$ cat config.mk
export PLATFORM = sky130hd
export DESIGN_NAME = wvp_top
export DESIGN_NICKNAME = d
export VERILOG_FILES = /design/src/wvp_pkg.sv /design/src/wvp_top.sv
export VERILOG_INCLUDE_DIRS = /design/src /design/src/src
export SDC_FILE = /design/constraint.sdc
export NUM_CORES = 2
export LEC_CHECK = 0
export BUFFER_PORTS_ARGS = -buffer_cell sky130_fd_sc_hd__buf_2
export CORE_MARGIN = 2
export CORE_UTILIZATION = 26
export DETAILED_ROUTE_END_ITERATION = 12
export PLACE_DENSITY = 0.4
export SYNTH_ARGS = -nofsm -noshare
export SYNTH_HDL_FRONTEND = slang
export SYNTH_SLANG_ARGS = --single-unit
$ cat constraint.sdc
create_clock -name CLK -period 14.2 [get_ports CLK]
set_input_delay 1.42 -clock CLK [delete_from_list [all_inputs] [get_ports CLK]]
set_output_delay 1.42 -clock CLK [all_outputs]
set_load 0.01 [all_outputs]
$ cat src/wvp_defs.svh
/*
 * Register offsets, field positions, reset values and timing counts of the
 * wavetable voice player.
 * Assumes a single system clock and byte-wide processor register accesses.
 */
`ifndef WVP_DEFS_SVH
`define WVP_DEFS_SVH

// register offsets in processor data memory
`define WVP_ADDR_DAC_HI 8'h1d
`define WVP_ADDR_DAC_LO 8'h1e
`define WVP_ADDR_DAC_CTL 8'h1f
`define WVP_ADDR_TRIGGER 8'h20
`define WVP_ADDR_PITCH_HI 8'h21
`define WVP_ADDR_PITCH_LO 8'h22
`define WVP_ADDR_START_HI 8'h23
`define WVP_ADDR_START_LO 8'h24
`define WVP_ADDR_LOOP_HI 8'h25
`define WVP_ADDR_LOOP_LO 8'h26
`define WVP_ADDR_VOL_HI 8'h27
`define WVP_ADDR_VOL_LO 8'h2a

// field positions
`define WVP_CTL_POWER_BIT 1
`define WVP_CTL_SOURCE_BIT 0
`define WVP_TRIG_LEVEL_BIT 7
`define WVP_TRIG_PITCH_BIT 6
`define WVP_TRIG_PLAYING_BIT 3
`define WVP_FMT_WIDTH_BIT 7

// reset values and codes
`define WVP_CTL_RESET 2'h0
`define WVP_END_MARK8 8'h80
`define WVP_END_MARK12 12'h800
`define WVP_ATTEN_SILENT 10'h3ff
`define WVP_GAIN_FULL 11'h400
`define WVP_FRAC_BITS 17

// timing: output sample rate against the system clock
`define WVP_CLK_HZ 200000000
`define WVP_OUT_RATE_HZ 25000
`define WVP_FIFO_DEPTH 16

`endif

$ cat src/wvp_pkg.sv
/*
 * Types shared by the wavetable voice player.
 * Assumes the constants header is compiled alongside.
 */
`default_nettype none

package wvp_pkg;

	// one voice parameter set
	typedef struct packed {
		logic [3:0] octave_shift;
		logic [11:0] pitch_increment;
		logic [10:0] entry_block_index;
		logic sample_width_flag;
		logic [9:0] loop_offset;
		logic [9:0] attenuation_level;
	} wvp_voice_type;

	// one processor register access
	typedef struct packed {
		logic wr;
		logic rd;
		logic [7:0] addr;
		logic [7:0] wdata;
	} wvp_reg_req_type;

	// mixing sequencer states
	typedef enum logic [2:0] {
		ST_VOICE = 3'b000,
		ST_FETCH0 = 3'b001,
		ST_FETCH1 = 3'b010,
		ST_CALC = 3'b011,
		ST_NEXT = 3'b100,
		ST_PUSH = 3'b101
	} wvp_state_type;

endpackage

`default_nettype wire

$ cat src/wvp_top.sv
/*
 * Eight-voice wavetable player: processor registers, ROM sample fetch,
 * per-voice stepping and looping, attenuation, mixing, a sample FIFO and the
 * 16-bit converter output register.
 * Assumes the processor core gives single-cycle byte accesses, and the shared
 * ROM answers a held request with a one-cycle acknowledge carrying the word.
 */
// Notes on behaviour
// power bit turns converter on, off by default
// source bit picks mixer or processor word
// processor word is two unreset bytes
// voice index write selects and keys on
// software sets parameters before the trigger write
// change-select bits limit which parameters update
// 800H at octave 6 steps one sample
// step is pitch over two^(17-octave), 25kHz
// start block forms pointer bits 15..5
// software aligns sections to 32 words
// width flag picks 8-bit or 12-bit samples
// play once, then loop until silent
// loop address is end plus offset, no carry
// software loads loop offset as negative length
// attenuation 000H loudest, 3FFH quietest
// sample 80H marks section end
// 8-bit samples are signed two's complement
// parameter bytes sit at 21H through 2AH
// eight parameter sets summed into converter word
// software ends sections with the marker only
`default_nettype none
`include "wvp_defs.svh"

// sample buffer between the mixer and the converter
module wvp_fifo #(
	parameter int WIDTH = 16,
	parameter int DEPTH = 16
) (
	// clock and reset
	input wire logic clk,
	input wire logic rst,
	// filling side
	input wire logic in_valid,
	output logic in_ready,
	input wire logic [WIDTH-1:0] in_data,
	// draining side
	output logic out_valid,
	input wire logic out_ready,
	output logic [WIDTH-1:0] out_data
);
	localparam int AW = $clog2(DEPTH);

	logic [WIDTH-1:0] mem_q [DEPTH]; // storage flops
	logic [AW-1:0] wr_ptr_q; // next slot to fill
	logic [AW-1:0] rd_ptr_q; // oldest slot
	logic [AW:0] count_q; // words held
	logic push; // accepted write
	logic pop; // accepted read

	assign in_ready = (count_q != (AW+1)'(DEPTH));
	assign out_valid = (count_q != '0);
	assign out_data = mem_q[rd_ptr_q];
	assign push = in_valid & in_ready;
	assign pop = out_valid & out_ready;

	// storage write
	always_ff @(posedge clk)
	begin
		if (push)
		begin
			mem_q[wr_ptr_q] <= in_data;
		end
	end

	// pointers and fill level
	always_ff @(posedge clk)
	begin
		if (rst)
		begin
			wr_ptr_q <= '0;
			rd_ptr_q <= '0;
			count_q <= '0;
		end
		else
		begin
			if (push)
				wr_ptr_q <= wr_ptr_q + 1'b1;
			if (pop)
				rd_ptr_q <= rd_ptr_q + 1'b1;
			count_q <= count_q + (AW+1)'(push) - (AW+1)'(pop);
		end
	end
endmodule // wvp_fifo

module wvp_top #(
	// cycles per output sample, shortened in simulation
	parameter int TICK_CYCLES = `WVP_CLK_HZ / `WVP_OUT_RATE_HZ
) (
	// clock and reset
	input wire logic CLK,
	input wire logic RST,
	// processor register port
	input wire wvp_pkg::wvp_reg_req_type REG_REQ,
	output logic [7:0] REG_RDATA,
	// shared sample ROM port
	output logic ROM_REQ,
	output logic [15:0] ROM_ADDR,
	input wire logic ROM_ACK,
	input wire logic [15:0] ROM_DATA,
	// converter
	output logic DAC_ON,
	output logic [15:0] DAC_DATA
);
	// register state
	logic [15:0] converter_word_q; // processor-written word
	logic converter_power_q; // converter on
	logic converter_source_q; // 1 = mixer path
	logic [7:0] trigger_q; // last voice_index byte written
	wvp_pkg::wvp_voice_type stage_q; // parameters staged for the next trigger
	logic [7:0] rdata_q; // read data register

	// per-voice state
	wvp_pkg::wvp_voice_type voice_q [8]; // live parameters
	logic [32:0] pos_q [8]; // sample index with fraction
	logic [7:0] active_q; // voice playing

	// sequencer
	wvp_pkg::wvp_state_type state_q;
	logic [2:0] vsel_q; // voice being mixed
	logic [15:0] cur_q; // first fetched word
	logic [15:0] nxt_q; // following word
	logic [17:0] acc_q; // signed mix sum
	logic rom_req_q;
	logic [15:0] rom_addr_q;

	// output pacing
	logic [15:0] tick_cnt_q;
	logic tick_q; // one cycle per output sample
	logic [15:0] mix_q; // mixed word shown to converter
	logic dac_on_q;
	logic [15:0] dac_data_q;

	// decoded access
	logic wr_en;
	logic [7:0] wd;
	logic keyon;
	logic [2:0] key_v;
	logic [15:0] mix_word;
	logic fifo_in_ready;
	logic fifo_out_valid;
	logic [15:0] fifo_out_data;

	assign wr_en = REG_REQ.wr;
	assign wd = REG_REQ.wdata;
	// trigger on index write
	assign keyon = wr_en && (REG_REQ.addr == `WVP_ADDR_TRIGGER);
	assign key_v = wd[2:0];

	// current voice datapath
	wvp_pkg::wvp_voice_type vp;
	logic [15:0] n_idx; // integer sample index
	logic [17:0] nib; // nibble index, three per wide sample
	logic [15:0] word_off;
	logic [15:0] word0; // ROM word holding the sample
	logic [31:0] win;
	logic [7:0] s8;
	logic [11:0] s12;
	logic end_hit;
	logic signed [15:0] samp16;
	logic [10:0] gain;
	logic signed [27:0] prod;
	logic signed [17:0] scaled;
	logic [32:0] step;
	logic [15:0] loop_idx;

	always_comb
	begin
		vp = voice_q[vsel_q];
		n_idx = pos_q[vsel_q][32:`WVP_FRAC_BITS];
		nib = {2'b00, n_idx} + {1'b0, n_idx, 1'b0};
		// address per sample format
		word_off = vp.sample_width_flag ? nib[17:2] : {1'b0, n_idx[15:1]};
		// start block forms upper pointer bits
		word0 = {vp.entry_block_index, 5'h00} + word_off;
		win = {cur_q, nxt_q};
		s8 = n_idx[0] ? cur_q[7:0] : cur_q[15:8];
		s12 = 12'(win >> (5'd20 - {1'b0, nib[1:0], 2'b00}));
		// end marker detection
		end_hit = vp.sample_width_flag ? (s12 == `WVP_END_MARK12) : (s8 == `WVP_END_MARK8);
		// signed raw samples, left aligned
		samp16 = vp.sample_width_flag ? $signed({s12, 4'h0}) : $signed({s8, 8'h00});
		// 000H full gain, 3FFH least
		gain = `WVP_GAIN_FULL - {1'b0, vp.attenuation_level};
		prod = samp16 * $signed({1'b0, gain});
		scaled = 18'(prod >>> 13);
		// step = pitch * 2^octave / 2^17
		step = 33'(vp.pitch_increment) << vp.octave_shift;
		// end address plus offset, carry dropped
		loop_idx = n_idx + {6'h3f, vp.loop_offset};
	end

	// converter control and word bytes
	always_ff @(posedge CLK)
	begin
		if (RST)
		begin
			// converter off after reset
			converter_power_q <= 1'(`WVP_CTL_RESET >> 1);
			converter_source_q <= 1'b0;
		end
		else if (wr_en && REG_REQ.addr == `WVP_ADDR_DAC_CTL)
		begin
			converter_power_q <= wd[`WVP_CTL_POWER_BIT];
			converter_source_q <= wd[`WVP_CTL_SOURCE_BIT];
		end
	end

	// word bytes hold no reset value
	always_ff @(posedge CLK)
	begin
		if (wr_en && REG_REQ.addr == `WVP_ADDR_DAC_HI)
			converter_word_q[15:8] <= wd;
		if (wr_en && REG_REQ.addr == `WVP_ADDR_DAC_LO)
			converter_word_q[7:0] <= wd;
	end

	// staged parameter bytes
	always_ff @(posedge CLK)
	begin
		if (keyon)
			trigger_q <= wd;
		if (wr_en)
		begin
			case (REG_REQ.addr)
				`WVP_ADDR_PITCH_HI:
				begin
					stage_q.octave_shift <= wd[7:4];
					stage_q.pitch_increment[11:8] <= wd[3:0];
				end
				`WVP_ADDR_PITCH_LO: stage_q.pitch_increment[7:0] <= wd;
				`WVP_ADDR_START_HI: stage_q.entry_block_index[10:8] <= wd[2:0];
				`WVP_ADDR_START_LO: stage_q.entry_block_index[7:0] <= wd;
				`WVP_ADDR_LOOP_HI:
				begin
					stage_q.sample_width_flag <= wd[`WVP_FMT_WIDTH_BIT];
					stage_q.loop_offset[9:8] <= wd[1:0];
				end
				`WVP_ADDR_LOOP_LO: stage_q.loop_offset[7:0] <= wd;
				`WVP_ADDR_VOL_HI: stage_q.attenuation_level[9:8] <= wd[1:0];
				`WVP_ADDR_VOL_LO: stage_q.attenuation_level[7:0] <= wd;
				default: ; // other addresses hold no parameter
			endcase
		end
	end

	// read back, unmapped addresses read zero
	always_ff @(posedge CLK)
	begin
		if (RST)
			rdata_q <= 8'h00;
		else if (REG_REQ.rd)
		begin
			case (REG_REQ.addr)
				`WVP_ADDR_DAC_HI: rdata_q <= converter_word_q[15:8];
				`WVP_ADDR_DAC_LO: rdata_q <= converter_word_q[7:0];
				`WVP_ADDR_DAC_CTL: rdata_q <= {6'h00, converter_power_q, converter_source_q};
				// playing flag of the selected voice in a spare bit
				`WVP_ADDR_TRIGGER: rdata_q <= {trigger_q[7:6], 2'b00, active_q[trigger_q[2:0]], trigger_q[2:0]};
				`WVP_ADDR_PITCH_HI: rdata_q <= {stage_q.octave_shift, stage_q.pitch_increment[11:8]};
				`WVP_ADDR_PITCH_LO: rdata_q <= stage_q.pitch_increment[7:0];
				`WVP_ADDR_START_HI: rdata_q <= {5'h00, stage_q.entry_block_index[10:8]};
				`WVP_ADDR_START_LO: rdata_q <= stage_q.entry_block_index[7:0];
				`WVP_ADDR_LOOP_HI: rdata_q <= {stage_q.sample_width_flag, 5'h00, stage_q.loop_offset[9:8]};
				`WVP_ADDR_LOOP_LO: rdata_q <= stage_q.loop_offset[7:0];
				`WVP_ADDR_VOL_HI: rdata_q <= {6'h00, stage_q.attenuation_level[9:8]};
				`WVP_ADDR_VOL_LO: rdata_q <= stage_q.attenuation_level[7:0];
				default: rdata_q <= 8'h00;
			endcase
		end
	end

	// live parameter sets, one per voice
	always_ff @(posedge CLK)
	begin
		if (keyon)
		begin
			// change-select decides what loads
			case ({wd[`WVP_TRIG_LEVEL_BIT], wd[`WVP_TRIG_PITCH_BIT]})
				2'b00: voice_q[key_v] <= stage_q;
				2'b01:
				begin
					voice_q[key_v].octave_shift <= stage_q.octave_shift;
					voice_q[key_v].pitch_increment <= stage_q.pitch_increment;
				end
				2'b10: voice_q[key_v].attenuation_level <= stage_q.attenuation_level;
				default: ; // both bits set: nothing changes
			endcase
		end
	end

	// voice position and playing flags, key-on wins over the engine
	always_ff @(posedge CLK)
	begin
		if (RST)
			active_q <= 8'h00;
		else
		begin
			if (state_q == wvp_pkg::ST_CALC)
			begin
				if (end_hit)
				begin
					// jump back to loop span
					pos_q[vsel_q] <= {loop_idx, pos_q[vsel_q][`WVP_FRAC_BITS-1:0]};
					// loop ends once the voice is silent
					if (vp.attenuation_level == `WVP_ATTEN_SILENT)
						active_q[vsel_q] <= 1'b0;
				end
				else
					pos_q[vsel_q] <= pos_q[vsel_q] + step;
			end
			// full update restarts the voice
			if (keyon && wd[`WVP_TRIG_LEVEL_BIT] == 1'b0 && wd[`WVP_TRIG_PITCH_BIT] == 1'b0)
			begin
				pos_q[key_v] <= '0;
				active_q[key_v] <= 1'b1;
			end
		end
	end

	// mixing sequencer: walks all voices once per output sample
	always_ff @(posedge CLK)
	begin
		if (RST)
		begin
			state_q <= wvp_pkg::ST_VOICE;
			vsel_q <= 3'h0;
			acc_q <= 18'h00000;
			rom_req_q <= 1'b0;
			rom_addr_q <= 16'h0000;
			cur_q <= 16'h0000;
			nxt_q <= 16'h0000;
		end
		else
		begin
			case (state_q)
				wvp_pkg::ST_VOICE:
				begin
					// idle voices add nothing
					if (active_q[vsel_q])
					begin
						rom_req_q <= 1'b1;
						rom_addr_q <= word0;
						state_q <= wvp_pkg::ST_FETCH0;
					end
					else
						state_q <= wvp_pkg::ST_NEXT;
				end
				wvp_pkg::ST_FETCH0:
				begin
					// first word, then the one after for straddling samples
					if (ROM_ACK)
					begin
						cur_q <= ROM_DATA;
						rom_addr_q <= rom_addr_q + 16'h0001;
						state_q <= wvp_pkg::ST_FETCH1;
					end
				end
				wvp_pkg::ST_FETCH1:
				begin
					if (ROM_ACK)
					begin
						nxt_q <= ROM_DATA;
						rom_req_q <= 1'b0;
						state_q <= wvp_pkg::ST_CALC;
					end
				end
				wvp_pkg::ST_CALC:
				begin
					// the marker itself is not mixed
					if (!end_hit)
						acc_q <= acc_q + scaled;
					state_q <= wvp_pkg::ST_NEXT;
				end
				wvp_pkg::ST_NEXT:
				begin
					if (vsel_q == 3'h7)
						state_q <= wvp_pkg::ST_PUSH;
					else
						state_q <= wvp_pkg::ST_VOICE;
					vsel_q <= vsel_q + 3'h1;
				end
				wvp_pkg::ST_PUSH:
				begin
					// stalls here while the buffer is full
					if (fifo_in_ready)
					begin
						acc_q <= 18'h00000;
						state_q <= wvp_pkg::ST_VOICE;
					end
				end
				default: state_q <= wvp_pkg::ST_VOICE;
			endcase
		end
	end

	// clamp the sum into the 16-bit word
	always_comb
	begin
		if ($signed(acc_q) > 18'sh07fff)
			mix_word = 16'h7fff;
		else if ($signed(acc_q) < -18'sh08000)
			mix_word = 16'h8000;
		else
			mix_word = acc_q[15:0];
	end

	wvp_fifo #(
		.WIDTH(16),
		.DEPTH(`WVP_FIFO_DEPTH)
	) u_fifo (
		.clk(CLK),
		.rst(RST),
		.in_valid(state_q == wvp_pkg::ST_PUSH),
		.in_ready(fifo_in_ready),
		.in_data(mix_word),
		.out_valid(fifo_out_valid),
		.out_ready(tick_q),
		.out_data(fifo_out_data)
	);

	// output sample rate divider
	always_ff @(posedge CLK)
	begin
		if (RST)
		begin
			tick_cnt_q <= 16'h0000;
			tick_q <= 1'b0;
		end
		else if (tick_cnt_q == 16'(TICK_CYCLES - 1))
		begin
			tick_cnt_q <= 16'h0000;
			tick_q <= 1'b1;
		end
		else
		begin
			tick_cnt_q <= tick_cnt_q + 16'h0001;
			tick_q <= 1'b0;
		end
	end

	// one buffered mix word per output sample
	always_ff @(posedge CLK)
	begin
		if (RST)
			mix_q <= 16'h0000;
		else if (tick_q && fifo_out_valid)
			mix_q <= fifo_out_data;
	end

	// converter output register
	always_ff @(posedge CLK)
	begin
		if (RST)
		begin
			dac_on_q <= 1'b0;
			dac_data_q <= 16'h0000;
		end
		else
		begin
			// powered-off converter shows zero
			dac_on_q <= converter_power_q;
			if (!converter_power_q)
				dac_data_q <= 16'h0000;
			// source select
			else if (converter_source_q)
				dac_data_q <= mix_q;
			else
				dac_data_q <= converter_word_q;
		end
	end

	assign REG_RDATA = rdata_q;
	assign ROM_REQ = rom_req_q;
	assign ROM_ADDR = rom_addr_q;
	assign DAC_ON = dac_on_q;
	assign DAC_DATA = dac_data_q;
endmodule // wvp_top

`default_nettype wire
==> key figures <==
Cells and area
  • Final Util: 0.301
  • Area grow syn2layout: 15.0%
  • Most common cell after layout, fill and taps aside: edfxtp_1
  • Most frequent cells in the layout: edfxtp_1 (709), nor2_1 (563), dfxtp_1 (408), nand2_1 (384)
  • Final non-filler cell total: 7230
  • Fill cells: roughly 21000
  • Non-Filler Cell Area, Final: about 62000 um2
  • Storage cell area: approximately 30000 um2
  • Nets: ~4700
  • Layout cells sized above 1: 0.173
  • Area of the multi-input gates: 22800 um2

GRT
  • Gr usage total: 0.160
  • GRT overflow: 0
  • First-pass GRT wire length: 248 mm
  • Initial antenna violation count: 7
  • Vias in the first global route: 35300
  • Largest net degree at the start of global routing: 97

CTS
  • TritonCTS Buffers: roughly 140
  • # resized after CTS: 0
  • CTS Sinks: between 1000 and 1500
  • Clock-pin slew on the worst setup and hold paths: 0.06 ns
  • # hold bufs at CTS: 0
  • Clock tree root buffer cell: clkbuf_16
  • CTS tree: built
  • H-tree Lvls: 4
  • Worst-Skew Late Latency: 0.79 ns
  • Clock Path Buffers: 3
  • Post-CTS setup buffers: 0

Critical path
  • Crit Path Category: flip-flop to flip-flop
  • CP max stage cell: ha_1
  • CP Capture Type: flip-flop
  • Maximum net fanout on the critical path: 35
  • Startpoint Class: flip-flop
  • CP delay by family, top: compound AO/OA/AOI/OAI gates
  • Worst endpoint required time: about 15 ns
  • Crit path buffers/inverters: 3
  • Crit path arrival time: 12.06 ns
  • CP peak stage delay: approximately 0.83 ns

Placement
  • I/O Buffers: slightly below 80
  • Routability cong.: between 0.7 and 0.8
  • Setup WS pre-CTS: approximately 2.6 ns
  • DP HPWL: ~110 mm
  • Placed cell count: 6982
  • Area after DPL: just under 60000 um2

Routing
  • DRC violations left: 0
  • Max layer used: met4
  • DR vias: around 34000
  • M1 WL: around 75 mm
  • Drt total wl: 169 mm
  • DR WL/cell: around 23 um
  • Initial DRC Count: ~2500
  • ANT nets after route: 0
  • DR WL met2: between 80 and 90 mm
  • Drt via density: 4.74
  • Met3 WL post-DR: 8.38 mm
  • Drt first pass iters: 5

Synthesis
  • Sequential element share of the synthesized area: 0.546
  • Syn avg cell area: 12.4 um2
  • Synth warnings: 0
  • Cell count after synthesis: around 4400
  • Share of the synthesized area in the top cell type: 0.394
  • Synth Flop Type: edfxtp_1
  • Post-synth net total: ~4700
  • EDFF count, synth: ~710
  • Synth async-reset ratio: 0
  • Post-synthesis register bit count: 1122
  • Library cells used by synthesis: 80
  • Mapped cell area: about 54000 um2
  • Synth area leader: edfxtp_1
  • Synth area leaders: edfxtp_1 (39%), dfxtp_1 (15%), mux4_2 (11%)

STA
  • Fmax: about 88 MHz
  • Min Tclk post-route: 11.39 ns
  • RSZ-0062 raised after global routing: false
  • Slew @ Worst Pin: 1.30 ns
  • Final Hold Fails: 0
  • Setup violators final: 0
  • Slew Limit Headroom: 0.126
  • Final WS setup: 2.81 ns
  • Layout Skew: ~0.043 ns
  • Setup TNS: 0 ns
  • Crit share post-route: 0.802
  • Pins Over Slew Limit: 0

Die
  • Cell Rows: roughly 170
  • Core area: a little over 200000 um2
  • Die height: approximately 460 um
  • Total die area: between 200000 and 250000 um2
  • Die width: around 460 um
  • Ports: slightly below 80
  • Initial Utilization: 0.261

Pwr
  • Pwr dens: around 200 nW/um2
  • Lkg Pwr: 21.8 nW
  • VDD IR max: 222 uV

Status
  • Status: finished, final reports clean

Job
  • Max_cap viols: 0

Hold path
  • Hold/Removal Path Class: flip-flop to flip-flop
[per-stage QoR]
step / hold slack (ns) / power (mW)
2_1_floorplan: 0.426 / 7.71
3_3_place_gp: 0.438 / 9.00
3_5_place_dp: 0.444 / 8.97
4_1_cts: 0.452 / 12.5
5_1_grt: 0.462 / 13.2
6_report: 0.451 / 12.3
[synth_stat cells (9+ instances only)]
cell type  number
a211oi_1      145
a21boi_0       13
a21o_1         34
a21oi_1       178
a22oi_1        20
a31o_2          9
a31oi_1        30
and2_1         32
and3_1         23
buf_1          28
buf_2          23
clkbuf_1      189
dfxtp_1       413
edfxtp_1      709
fa_1          130
ha_1          152
inv_1         254
mux2_2         62
mux2i_1        81
mux4_2        254
nand2_1       384
nand2b_1       14
nand3_1        44
nand4_1        11
nor2_1        601
nor2b_1        36
nor3_1        127
o21ai_0        70
o21ai_1        12
o21bai_1       13
o22ai_1        13
or3_1          11
xnor2_1        81
xor2_1         30
[worst register-to-register path, delay by kind of cell, from the launching register on]
family                   cells  cell delay [ns]
AO/OA/AOI/OAI               16             3.86
adder cells (fa/ha/maj)      8             3.52
buffers and inverters        3             0.68
flip-flops                   1             0.77
XOR/XNOR                     2             0.31
AND/OR/NAND/NOR              7             1.43
multiplexers                 2             0.74
[power by group]
group          switching, mW  leakage [nW]  internal, mW
Combinational           3.04          9.94          2.24
Clock                   1.43          2.13          2.02
Sequential            0.0672          9.78          3.52
Total                   4.54          21.8          7.78
[cell families after synthesis]
group                    share of synthesized area
AO/OA/AOI/OAI                               0.0754
XOR/XNOR                                    0.0189
adder cells (fa/ha/maj)                     0.0833
buffers and inverters                       0.0361
flip-flops                                   0.546
multiplexers                                 0.135
AND/OR/NAND/NOR                              0.105
[path summary, 6_finish.rpt]
check | from | depth (start not counted) | slack [ns] | end
max | flip-flop | 38 | 2.81 | acc_q[17]
min reg2reg | pos_q[5][20] | 2 | 0.45 | pos_q[5][20]
min | pos_q[5][20] | 2 | 0.45 | pos_q[5][20]
max reg2reg | flip-flop | 38 | 2.81 | acc_q[17]
[area by class of cell]
class | instances | area share
flip-flops and latches | 1122 | 0.475
clock inverters | 55 | 0.00985
well taps | 2704 | 0.0544
multi-input cells | 2733 | 0.367
repair buffers | 166 | 0.0173
inverters | 257 | 0.0155
clock buffers | 190 | 0.0607
diodes | 3 | 0.000121
[state kept, by name (all words and copies together) (netlist names), 5 cells and up, named ones only]
name	flops
u_fifo.mem_q	256
trigger_q	5
ROM_ADDR	16
stage_q	48
u_fifo.count_q	5
converter_word_q	16
active_q	8
nxt_q	8
REG_RDATA	8
pos_q	264
cur_q	16
tick_cnt_q	16
DAC_DATA	16
mix_q	16
acc_q	18
voice_q	384
[routing by layer]
metal	up-vias	GRT usage
met5	-	0
met4	0	0.0447
met3	227	0.0317
met2	733	0.264
met1	17400	0.212
li1	15900	-
No activity file was read; power rests on OpenSTA's default activity.
